**src/hbsc_map.svh**
```systemverilog
/*
 * Holds: bit positions, reset values, sizes and timing figures of the
 * half-bridge serial control block.
 * Assumes: included by bare name from every design file that needs it.
 */
`ifndef HBSC_MAP_SVH
`define HBSC_MAP_SVH

// ---------------------------------------------------------------------
// frame geometry
// ---------------------------------------------------------------------
`define HBSC_WORD_W          16
`define HBSC_CNT_W           5
`define HBSC_FRAME_BITS      5'h10

// ---------------------------------------------------------------------
// control word fields
// ---------------------------------------------------------------------
`define HBSC_C_CLR           0
`define HBSC_C_SW_LO         1
`define HBSC_C_SW_HI         6
`define HBSC_C_PWM_LO        7
`define HBSC_C_PWM_HI        12
`define HBSC_C_OLD_N         13
`define HBSC_C_OCS           14
`define HBSC_C_RUN           15
`define HBSC_CTRL_RESET      16'hE000

// ---------------------------------------------------------------------
// status word fields
// ---------------------------------------------------------------------
`define HBSC_S_HEAT          0
`define HBSC_S_SW_LO         1
`define HBSC_S_SW_HI         6
`define HBSC_S_NU_LO         7
`define HBSC_S_NU_HI         12
`define HBSC_S_OVL           13
`define HBSC_S_STBY          14
`define HBSC_S_PSF           15

// ---------------------------------------------------------------------
// timing and queue depth
// ---------------------------------------------------------------------
`define HBSC_CLK_MHZ         50
`define HBSC_SCK_MAX_MHZ     2
`define HBSC_FIFO_DEPTH      8

`endif

```
**src/hbsc_pkg.sv**
```systemverilog
/*
 * Holds: types shared by the half-bridge serial control files.
 * Assumes: nothing beyond the map header.
 */
package hbsc_pkg;
    typedef enum logic [1:0] {
        HBSC_IDLE,
        HBSC_SHIFT,
        HBSC_DONE
    } hbsc_state_t;
    typedef logic [15:0] hbsc_word_t;
endpackage

```
**src/hbsc_fifo.sv**
```systemverilog
/*
 * Holds: a small flip-flop FIFO with valid/ready on both sides.
 * Assumes: one clock, asynchronous active-high reset, DEPTH a power of two.
 */
`timescale 1ns/1ps
`include "hbsc_map.svh"

module hbsc_fifo
    import hbsc_pkg::*;
#(
    parameter int WIDTH = 16,
    parameter int DEPTH = 8,
    parameter int AW    = $clog2(DEPTH)
) (
    input  wire logic             clk,
    input  wire logic             sys_rst,
    input  wire logic             in_valid,
    output logic                  in_ready,
    input  wire logic [WIDTH-1:0] in_data,
    output logic                  out_valid,
    input  wire logic             out_ready,
    output logic      [WIDTH-1:0] out_data
);
    logic [WIDTH-1:0] mem_r [DEPTH];
    logic [AW-1:0]    wp_r;
    logic [AW-1:0]    rp_r;
    logic [AW:0]      cnt_r;
    wire              push = in_valid && in_ready;
    wire              pop  = out_valid && out_ready;

    // ------------------------------------------------------------------
    // honest flags straight from the occupancy count
    // ------------------------------------------------------------------
    assign in_ready  = (cnt_r != DEPTH[AW:0]);
    assign out_valid = (cnt_r != '0);
    assign out_data  = mem_r[rp_r];

    // storage and pointers; push and pop may share one cycle
    always_ff @(posedge clk or posedge sys_rst) begin
        if (sys_rst) begin
            wp_r  <= '0;
            rp_r  <= '0;
            cnt_r <= '0;
        end else begin
            if (push) begin
                wp_r <= wp_r + 1'b1;
            end
            if (pop) begin
                rp_r <= rp_r + 1'b1;
            end
            cnt_r <= cnt_r + {{AW{1'b0}}, push} - {{AW{1'b0}}, pop};
        end
    end

    // data array is not reset: a word is only read once counted in
    always_ff @(posedge clk) begin
        if (push) begin
            mem_r[wp_r] <= in_data;
        end
    end
endmodule

```
**src/hbsc_top.sv**
```systemverilog
/*
 * Holds: serial control and status interface of a triple half-bridge
 * driver: frame sampling, control word, status word, driver gating.
 * Assumes: clk is 50 MHz; all serial pins and fault inputs come from
 * outside this domain and are synchronised here; the master runs a little
 * over the 2 MHz serial clock limit, but each serial clock phase spans 12 clk.
 */
// Functional notes
// - chip select fall starts a frame
// - input bit sampled on each falling clock
// - sixteen bits each way per frame
// - control word applied on chip select rise
// - reply line released while chip select high
// - reply bit changes only on rising clock
// - status word shifted out low bit first
// - early chip select rise aborts, nothing changes
// - clear bit resets supply and overload flags
// - bits 1..6 switch the six drivers on
// - bits 7..12 gate drivers with shared pwm
// - bit 13 low enables open load check
// - bit 14 high enables overcurrent cutoff
// - bit 15 low means standby, link works
// - status bit 0 shows heat warning
// - status 1..6 show on state or open load
// - overload flag set on driver shutdown
// - standby flag is inverse of run bit
// - supply fail flag set on undervoltage
// - control resets to bits 15..13 high
`timescale 1ns/1ps
`include "hbsc_map.svh"

module hbsc_top
    import hbsc_pkg::*;
#(
    parameter int FIFO_DEPTH = `HBSC_FIFO_DEPTH
) (
    input  wire logic        clk,
    input  wire logic        sys_rst,
    input  wire logic        chip_sel_n,
    input  wire logic        serial_clk,
    input  wire logic        serial_in_line,
    output logic             serial_reply_line_o,
    output logic             serial_reply_line_oe,
    input  wire logic        pwm_in,
    input  wire logic        heat_warning,
    input  wire logic        undervoltage,
    input  wire logic [5:0]  short_trip,
    input  wire logic [5:0]  heat_trip,
    input  wire logic [5:0]  open_load,
    output logic [5:0]       driver_on,
    output logic             open_load_check_en,
    output logic             overcurrent_cut_en,
    output logic             standby
);
    // ------------------------------------------------------------------
    // input synchronisers: two flops, stage one read only by stage two
    // ------------------------------------------------------------------
    logic [2:0]  pin_s1_r;
    logic [2:0]  pin_s2_r;
    logic [2:0]  pin_d_r;
    logic [20:0] flt_s1_r;
    logic [20:0] flt_s2_r;

    always_ff @(posedge clk or posedge sys_rst) begin
        if (sys_rst) begin
            pin_s1_r <= 3'h1;
            pin_s2_r <= 3'h1;
            pin_d_r  <= 3'h1;
        end else begin
            pin_s1_r <= {serial_in_line, serial_clk, chip_sel_n};
            pin_s2_r <= pin_s1_r;
            pin_d_r  <= pin_s2_r;
        end
    end

    always_ff @(posedge clk or posedge sys_rst) begin
        if (sys_rst) begin
            flt_s1_r <= '0;
            flt_s2_r <= '0;
        end else begin
            flt_s1_r <= {pwm_in, heat_warning, undervoltage, short_trip, heat_trip, open_load};
            flt_s2_r <= flt_s1_r;
        end
    end

    // ------------------------------------------------------------------
    // edge decode on the synchronised pins
    // ------------------------------------------------------------------
    wire        cs_n      = pin_s2_r[0];
    wire        cs_fall   = pin_d_r[0] && !pin_s2_r[0];
    wire        cs_rise   = !pin_d_r[0] && pin_s2_r[0];
    wire        sck_fall  = pin_d_r[1] && !pin_s2_r[1] && !cs_n;
    wire        sck_rise  = !pin_d_r[1] && pin_s2_r[1] && !cs_n;
    wire        din       = pin_s2_r[2];
    wire        pwm_s     = flt_s2_r[20];
    wire        heat_s    = flt_s2_r[19];
    wire        uv_s      = flt_s2_r[18];
    wire [5:0]  short_s   = flt_s2_r[17:12];
    wire [5:0]  hot_s     = flt_s2_r[11:6];
    wire [5:0]  open_s    = flt_s2_r[5:0];

    // ------------------------------------------------------------------
    // frame state
    // ------------------------------------------------------------------
    hbsc_state_t                  state_r;
    logic [`HBSC_CNT_W-1:0]       bits_r;
    hbsc_word_t                   rx_r;
    hbsc_word_t                   tx_r;
    hbsc_word_t                   ctrl_r;
    logic                         do_r;
    logic                         oe_r;
    logic                         ovl_r;
    logic                         psf_r;
    logic [5:0]                   cut_r;
    logic [5:0]                   drv_r;
    logic                         ole_r;
    logic                         ocs_r;
    logic                         stby_r;
    logic                         fifo_in_ready;
    logic                         fifo_out_valid;
    hbsc_word_t                   fifo_out_data;

    // a full frame: sixteen or more falling clocks before chip select rose
    wire        frame_ok  = cs_rise && state_r == HBSC_SHIFT && bits_r == `HBSC_FRAME_BITS;
    wire [`HBSC_WORD_W-1:0] status_now;
    wire [5:0]  sw_on     = ctrl_r[`HBSC_C_SW_HI:`HBSC_C_SW_LO];
    wire [5:0]  pwm_sel   = ctrl_r[`HBSC_C_PWM_HI:`HBSC_C_PWM_LO];
    wire        run       = ctrl_r[`HBSC_C_RUN];
    wire        ole       = !ctrl_r[`HBSC_C_OLD_N];
    wire        ocs       = ctrl_r[`HBSC_C_OCS];
    wire [5:0]  trip      = (ocs ? short_s : 6'h00) | hot_s;
    wire [5:0]  live      = sw_on & ~cut_r & {6{run && !psf_r}};
    wire [5:0]  drv_nxt   = live & ~(pwm_sel & {6{!pwm_s}});
    wire [5:0]  stat_sw   = ole ? (open_s & ~sw_on) : drv_r;

    // status word assembled live; captured at frame start
    assign status_now[`HBSC_S_HEAT]                     = heat_s;
    assign status_now[`HBSC_S_SW_HI:`HBSC_S_SW_LO]      = stat_sw;
    assign status_now[`HBSC_S_NU_HI:`HBSC_S_NU_LO]      = 6'h00;
    assign status_now[`HBSC_S_OVL]                      = ovl_r;
    assign status_now[`HBSC_S_STBY]                     = !run;
    assign status_now[`HBSC_S_PSF]                      = psf_r;

    // ------------------------------------------------------------------
    // frame sequencer and shift registers
    // ------------------------------------------------------------------
    always_ff @(posedge clk or posedge sys_rst) begin
        if (sys_rst) begin
            state_r <= HBSC_IDLE;
            bits_r  <= '0;
            rx_r    <= '0;
            tx_r    <= '0;
        end else begin
            unique case (state_r)
                HBSC_IDLE: begin
                    if (cs_fall) begin
                        state_r <= HBSC_SHIFT;
                        bits_r  <= '0;
                        tx_r    <= status_now;
                    end
                end
                HBSC_SHIFT: begin
                    if (cs_rise) begin
                        state_r <= HBSC_DONE;
                    end else begin
                        if (sck_fall && bits_r != `HBSC_FRAME_BITS) begin
                            rx_r   <= {din, rx_r[`HBSC_WORD_W-1:1]};
                            bits_r <= bits_r + 1'b1;
                        end
                        if (sck_rise && bits_r != '0) begin
                            tx_r <= {1'b0, tx_r[`HBSC_WORD_W-1:1]};
                        end
                    end
                end
                HBSC_DONE: begin
                    state_r <= HBSC_IDLE;
                end
            endcase
        end
    end

    // ------------------------------------------------------------------
    // reply pin: released while deselected, bit 0 ready at the fall
    // ------------------------------------------------------------------
    always_ff @(posedge clk or posedge sys_rst) begin
        if (sys_rst) begin
            oe_r <= 1'b0;
            do_r <= 1'b0;
        end else begin
            oe_r <= !cs_n && !cs_rise;
            do_r <= (state_r == HBSC_SHIFT) ? tx_r[0] : status_now[0];
        end
    end

    // ------------------------------------------------------------------
    // control word: only a complete frame lands, at chip select rise
    // ------------------------------------------------------------------
    wire clr_now   = frame_ok && rx_r[`HBSC_C_CLR];
    // the queue drains only while deselected, one clk after the rise
    wire ctrl_load = fifo_out_valid && cs_n;

    always_ff @(posedge clk or posedge sys_rst) begin
        if (sys_rst) begin
            ctrl_r <= `HBSC_CTRL_RESET;
        end else if (ctrl_load) begin
            ctrl_r <= fifo_out_data;
        end
    end

    // ------------------------------------------------------------------
    // sticky faults: a new fault beats the clear in the same cycle
    // ------------------------------------------------------------------
    always_ff @(posedge clk or posedge sys_rst) begin
        if (sys_rst) begin
            ovl_r <= 1'b0;
            psf_r <= 1'b0;
            cut_r <= 6'h00;
        end else begin
            ovl_r <= (|(trip & sw_on)) || (ovl_r && !clr_now);
            psf_r <= uv_s || (psf_r && !clr_now);
            cut_r <= (trip & sw_on) | (clr_now ? 6'h00 : cut_r);
        end
    end

    // driver outputs registered so every port comes from a flop
    always_ff @(posedge clk or posedge sys_rst) begin
        if (sys_rst) begin
            drv_r  <= 6'h00;
            ole_r  <= 1'b0;
            ocs_r  <= 1'b1;
            stby_r <= 1'b0;
        end else begin
            drv_r  <= drv_nxt;
            ole_r  <= ole;
            ocs_r  <= ocs;
            stby_r <= !run;
        end
    end

    // ------------------------------------------------------------------
    // accepted control words pass a short queue on their way to the
    // control register; it drains only while no frame is active
    // ------------------------------------------------------------------
    hbsc_fifo #(
        .WIDTH (`HBSC_WORD_W),
        .DEPTH (FIFO_DEPTH)
    ) u_log (
        .clk       (clk),
        .sys_rst   (sys_rst),
        .in_valid  (frame_ok),
        .in_ready  (fifo_in_ready),
        .in_data   (rx_r),
        .out_valid (fifo_out_valid),
        .out_ready (cs_n),
        .out_data  (fifo_out_data)
    );

    assign serial_reply_line_o  = do_r;
    assign serial_reply_line_oe = oe_r;
    assign driver_on            = drv_r;
    assign open_load_check_en   = ole_r;
    assign overcurrent_cut_en   = ocs_r;
    assign standby              = stby_r;
endmodule

```
**config.mk**
```make
export PLATFORM = sky130hd
export DESIGN_NAME = hbsc_top
export DESIGN_NICKNAME = d
export VERILOG_FILES = /design/src/hbsc_pkg.sv /design/src/hbsc_fifo.sv /design/src/hbsc_top.sv
export VERILOG_INCLUDE_DIRS = /design/src
export SDC_FILE = /design/constraint.sdc
export NUM_CORES = 1
export LEC_CHECK = 0
export BUFFER_PORTS_ARGS = -buffer_cell sky130_fd_sc_hd__buf_4
export CORE_ASPECT_RATIO = 1.2
export CORE_MARGIN = 2
export CORE_UTILIZATION = 43
export CTS_BUF_LIST = sky130_fd_sc_hd__clkbuf_4 sky130_fd_sc_hd__clkbuf_8
export DETAILED_ROUTE_END_ITERATION = 8
export GPL_ROUTABILITY_DRIVEN = 0
export GPL_TIMING_DRIVEN = 0
export HOLD_SLACK_MARGIN = 0.05
export PLACE_DENSITY = 0.58
export SLEW_MARGIN = 20
export SYNTH_ARGS = -nofsm -noshare
export SYNTH_HDL_FRONTEND = slang
export SYNTH_SLANG_ARGS = --single-unit
```
**constraint.sdc**
```tcl
create_clock -name clk -period 4.8 [get_ports clk]
set_input_delay 0.24 -clock clk [delete_from_list [all_inputs] [get_ports clk]]
set_output_delay 0.24 -clock clk [all_outputs]
set_load 0.01 [all_outputs]
```
==> impl_results.md, run 1 <==
- Sequential standard cell area: 0.00694 mm2
- Reg clk slew, reported paths: 0.06 ns
- H-tree depth: 2
- Tcrit/Tclk final: 64.1%
- Post-synthesis async set-or-reset flop share: 52.6%
- Core Util, Final: 52.5%
- Post-synthesis register bit count: 253
- GRT Resource Usage Total: 16.7%
- DR pass1 iterations: 6
- Flop2flop setup slack: 1.72 ns
- Footprint of the multi-input gates: 0.00246 mm2
- Initial core utilization: 43.9%
- CTS Root Cell: clkbuf_8
- Non-filler cells, final: 993
- Worst setup path class: reg -> reg
- Final ANT Viol Nets: 0
- Initial DRC Count: 366
- Data required, critical path: 5.03 ns
- # IOs: 37
- Via/cell ratio: 5.19
- Post-synthesis area per instance: 16.8 um2
- Leakage: 4.59 nW
- RSZ-0062 raised after global routing: no
- Fmax: 325 MHz
- Minimum clock period: 3.08 ns
- Mean routed wirelength per cell: 18.9 um
- Post-synth top area cell: edfxtp_1
- Diode count: 0
- Final wirelength: 18700 um
- Post-synth top flop: dfrtp_1
- PortBufs: 36
- Vias: 5154
- Remaining DRCs: 0
- CTS buffer count: 40
- Cell variety after synth: 49
- Outcome: finished clean
- Final Hold Viols: 0
- Post-CTS setup repair buffer count: 0
- CP Max Fanout: 8
- Slew @ Worst Pin: 0.923 ns
- Post-synth EDFFs: 120
- Number of hold buffers added after cts: 25
- Top cells by area, synth: edfxtp_1 38%, dfrtp_1 33%, mux4_2 7.1%
- CTS Buffer Depth: 3
- Power per cell area: 436 mW/mm2
- CTS resizes: 0
- Ratio of cells with drive above 1 in the final layout: 28.8%
- Vias in the first global route: 5580
- FILL cells: 1770
- Total grt overflow: 0
- Worst VDD drop: 0.197 mV
- Max-capacitance violation count: 0
- Crit path capture type: flop
- Area share of the largest cell type after synthesis: 37.7%
- Clk Latency, worst-skew pair: 0.55 ns
- Final Skew: 0.0227 ns
- Mapped Area: 0.00957 mm2
- Final setup vio count: 0
- Global-route wire length before repair: 30200 um
- Clock Sinks: 253
- Worst setup SP type: flop
- Initial antenna violation count: 0
- Slew Limit Headroom: 38.5%
- Die height: 167 um
- Pwr Total: 4.98 mW
- Core Region: 0.0218 mm2
- Area grow syn2layout: 19.6%
- Largest net degree at the start of global routing: 89
- Syn nets: 608
- Die W: 140 um
- Die area: 0.0235 mm2
- Post-synthesis sequential area ratio: 72.5%
- Arr. time, crit path: 3.31 ns
- Synth warn: 0
- Total Nets Final: 728
- Standard-cell row count: 59
- HPWL Detailed: 12600 um
- Placed insts: 895
- TritonCTS clock tree: yes
- Synth Instances: 568
- Slew Limit Fails: 0
- HP Class: in -> async
## synthesized netlist by cell type (7+ instances only)
cell type	n
nor2b_1	12
mux2i_1	21
nand2_1	47
clkbuf_1	10
mux4_2	30
dfrtp_1	126
dfstp_2	7
nor4b_1	9
a21o_1	12
edfxtp_1	120
mux2_2	25
o21ai_0	26
a21oi_1	16
ha_1	13
nor3b_1	7
inv_1	26
## stage by stage
step,TNS [ns],setup slack (ns),area (um2),hold WS [ns]
after global routing,0,1.50,11400,0.281
final,0,1.72,11400,0.252
after detailed placement,0,1.66,10400,0.271
after global placement,-68.43,-0.492,10200,0.336
after CTS,0,1.64,11400,0.233
after floorplan,0,1.02,9570,0.244
## path summary, 6_finish.rpt
| kind | startpoint | end | cells after the start |
|---|---|---|---|
| max | state_r[1] | u_log.mem_r[3][13] | 8 |
| min | sys_rst | rx_r[6] | 3 |
| max reg2reg | state_r[1] | u_log.mem_r[3][13] | 8 |
| min reg2reg | flt_s1_r[13] | flt_s2_r[13] | 0 |
| max in group asynchronous | sys_rst | overcurrent_cut_en | 4 |
| min in group clk | heat_trip[2] | flt_s1_r[8] | 2 |
## layout make-up
class / instances / share of cell area [%]
clock buffer: 64 / 6.71
multi-input combinational: 267 / 21.5
inverter: 26 / 0.919
buffer: 22 / 0.995
clock inverter: 9 / 0.459
timing repair buffer: 78 / 5.77
sequential: 253 / 60.7
tap: 274 / 3.00
## per-layer routing
metal  global-route usage (%)  vias to the layer above  part of all wire [%]
met5                        0                        -                     0
met1                     20.5                     2653                    41
met4                     5.58                        0                   2.5
li1                         -                     2342                     -
met3                     3.69                       39                   4.3
met2                     29.5                      120                    52
## worst max-delay path, cell delays in order, from the launching register on
cell and delay, ns:
dfrtp_1 0.36, inv_1 0.16, ha_1 0.30, nand3b_1 0.14, a211o_1 0.43, inv_1 0.17, nand2_1 0.16, nor3b_2 0.72
buf_4 0.33
## layout by cell type, fill, tap and decap left out, drive strengths merged, types with 6 or more instances in the layout
master / count
nor2: 6
edfxtp: 120
mux2: 29
mux4: 30
a21o: 13
buf: 65
a21oi: 17
clkbuf: 74
dfrtp: 126
o21ai: 26
ha: 13
clkinv: 7
inv: 28
dfstp: 7
mux2i: 21
nor2b: 12
nand2: 47
nor4b: 9
nor3b: 8
dlygate4sd3: 25
## flip-flops by register name, summed over array words and instances, names as in the netlist, 5 cells and up
signal	count
u_log.mem_r	120
flt_s1_r	21
flt_s2_r	21
rx_r	16
tx_r	16
ctrl_r	15
cut_r	6
driver_on	6
bits_r	5
## logic make-up after synthesis
group | Yosys count | share of synthesized area, %
mux | 80 | 12.8
compound gates | 67 | 4.37
xor+xnor | 6 | 0.549
buf+inv | 48 | 2.21
fa+ha+maj | 14 | 1.91
flops | 253 | 72.5
simple gates | 100 | 5.65
## where the power goes
part	switching, mW	internal (mW)	total (mW)
logic	0.328	0.303	0.631
clock network	0.808	1.02	1.83
registers	0.0993	2.42	2.52
total	1.24	3.75	4.98
Power figures use the tool's default switching activity.
==> run 2, diff against run 1 <==
PLACE_DENSITY = 0.6   (was 0.58)
clock period = 2.7 ns   (was 4.8 ns; I/O delays follow)
==> run 2 against run 1 <==
The run now ends with DRC left. Final cell count is 1.1% higher. Critical path depth stayed put. Total power is 95% higher. Cell area is 3.0% higher. Maximum frequency is 23% higher. Clock skew is 0.0078 ns lower. Clock power is 100% higher. Sequential power is 81% higher. Flip-flop and latch count stayed put. Worst hold slack worse by 0.025 ns. Non-clock buffer count is 6 higher. Critical endpoint is now u_log.mem_r[3][9]. Largest cell class unchanged. Largest power group unchanged.
==> impl_results.md, run 2 (synthesis gave the netlist of run 1 again) <==
- Outcome: finished with violations
- Failing checks: DRC
- PortBufs: 36
- RSZ-0062 raised after global routing: no
- Clk Latency, worst-skew pair: 0.54 ns
- Vias: 5093
- Final Skew: 0.0149 ns
- Met1 Track Usage GR: 20.9%
- Grt met3 use: 3.72%
- HP Class: in -> async
- Top Registers: u_log.mem_r: 120 flops, flt_s1_r: 21 flops, flt_s2_r: 21 flops
- Power per cell area: 826 mW/mm2
- Initial core utilization: 43.9%
- Reg clk slew, reported paths: 0.06 ns
- Standard-cell row count: 59
- Leakage: 4.70 nW
- TritonCTS clock tree: yes
- Core Region: 0.0218 mm2
- Placed insts: 893
- Die W: 140 um
- GRT Resource Usage Total: 17.0%
- Worst r2r src: bits_r[0]
- Global-route wire length before repair: 30900 um
- Tcrit/Tclk final: 92.8%
- Total Nets Final: 736
- Most frequent cells in the layout: 126 x dfrtp_1, 120 x edfxtp_1, 56 x clkbuf_8
- CTS Buffer Depth: 3
- Initial antenna violation count: 0
- Final setup vio count: 0
- Initial DRC Count: 259
- Worst hold slack: 0.228 ns
- Final wirelength: 18900 um
- CTS buffer count: 42
- Grt met2 use: 30.0%
- GRT Max-Usage Layer: met2
- Core Util, Final: 54.1%
- CP Max Fanout: 7
- Total grt overflow: 0
- # IOs: 37
- Data required, critical path: 2.95 ns
- Top reg by flops: u_log.mem_r
- Worst setup SP type: flop
- CTS Root Cell: clkbuf_8
- Clock Sinks: 253
- Final Hold Viols: 0
- CP Cell Sequence: inv_1 > ha_1 > nand4bb_1 > a211o_2 > inv_1 > nand2_2 > nor3b_4 > buf_4
- Non-filler cells, final: 1004
- Worst path max stage delay: 0.46 ns
- Worst VDD drop: 0.288 mV
- Worst setup path class: reg -> reg
- Max reg flops: 120
- Fmax: 399 MHz
- HPWL Detailed: 12700 um
- Largest net degree at the start of global routing: 36
- Crit path capture type: flop
- Flop2flop setup slack: 0.19 ns
- Slew @ Worst Pin: 0.788 ns
- Diode count: 0
- Via/cell ratio: 5.07
- Most common cell after layout, fill and taps aside: dfrtp_1
- Area grow syn2layout: 23.2%
- Die height: 167 um
- Mean routed wirelength per cell: 18.8 um
- Reg2Reg Depth: 8
- Die area: 0.0235 mm2
- Remaining DRCs: 2
- H-tree depth: 2
- Slowest cell on the critical path: a211o_2
- CP dominant cell by count: inv_1
- Slew Limit Fails: 0
- Arr. time, crit path: 2.75 ns
- RR Endpoint: u_log.mem_r[3][9]
- Max-capacitance violation count: 0
- Minimum clock period: 2.51 ns
- Ratio of cells with drive above 1 in the final layout: 30.8%
- Vias in the first global route: 5675
- DR pass1 iterations: 8
- Slew Limit Headroom: 47.4%
- Final ANT Viol Nets: 0
==> run 2: per-layer routing <==
metal / wire, um / part of all wire, %
met1: 7560 / 40
met2: 9850 / 52
met3: 985 / 5.2
met4: 462 / 2.5
met5: 0 / 0
==> run 2: worst max-delay path by stage <==
stage,startpoint,endpoint,cells after the start
final,bits_r[0],u_log.mem_r[3][9],8
after floorplan,state_r[1],u_log.mem_r[5][10],5
after global routing,state_r[1],u_log.mem_r[3][12],8
after global placement,state_r[1],u_log.mem_r[5][8],5
after detailed placement,state_r[1],u_log.mem_r[6][14],8
after CTS,state_r[1],u_log.mem_r[4][5],6
==> run 2: repair_timing <==
action / CTS / global route
hold buffers: 25 / 0
pin swaps: 3 / 1
setup endpoints to repair: 65 / 50
hold endpoints to repair: 78 / 0
buffers inserted: 6 / 2
resized for setup: 2 / 2
gates cloned: 0 / 0
==> run 2: layout make-up <==
| type | instances | area [um2] |
|---|---|---|
| Clock inverter | 12 | 124 |
| Multi-Input combinational cell | 267 | 2510 |
| Inverter | 26 | 101 |
| Timing Repair Buffer | 84 | 803 |
| Tap cell | 274 | 343 |
| Buffer | 22 | 114 |
| Fill cell | 1704 | 9990 |
| Clock buffer | 66 | 846 |
| Sequential cell | 253 | 6940 |
==> run 2: worst max-delay path: cells and delay by family (launching register included) <==
family	cells	cell delay [ns]
AOI/OAI and AO/OA	1	0.46
adders and majority gates	1	0.17
DFF	1	0.40
buffers and inverters	3	0.48
and+or+nand+nor	3	0.70
==> run 2: power breakdown <==
group | switching (mW) | internal, mW | leakage (nW) | total (mW)
clock | 1.49 | 2.20 | 0.514 | 3.69
sequential | 0.206 | 4.36 | 2.77 | 4.56
combinational | 0.779 | 0.702 | 1.41 | 1.48
==> run 2: through the flow <==
| stage | setup WS (ns) | cell area (um2) | setup TNS [ns] | power (mW) |
|---|---|---|---|---|
| 3_3_place_gp | -1.19 | 10200 | -91.53 | 5.99 |
| 5_1_grt | 0.0540 | 11800 | 0 | 10.2 |
| 6_report | 0.194 | 11800 | 0 | 9.74 |
| 4_1_cts | 0.0102 | 11800 | 0 | 9.87 |
| 3_5_place_dp | -0.233 | 10500 | -7.37 | 6.11 |
| 2_1_floorplan | -0.0214 | 9610 | -0.321 | 5.67 |
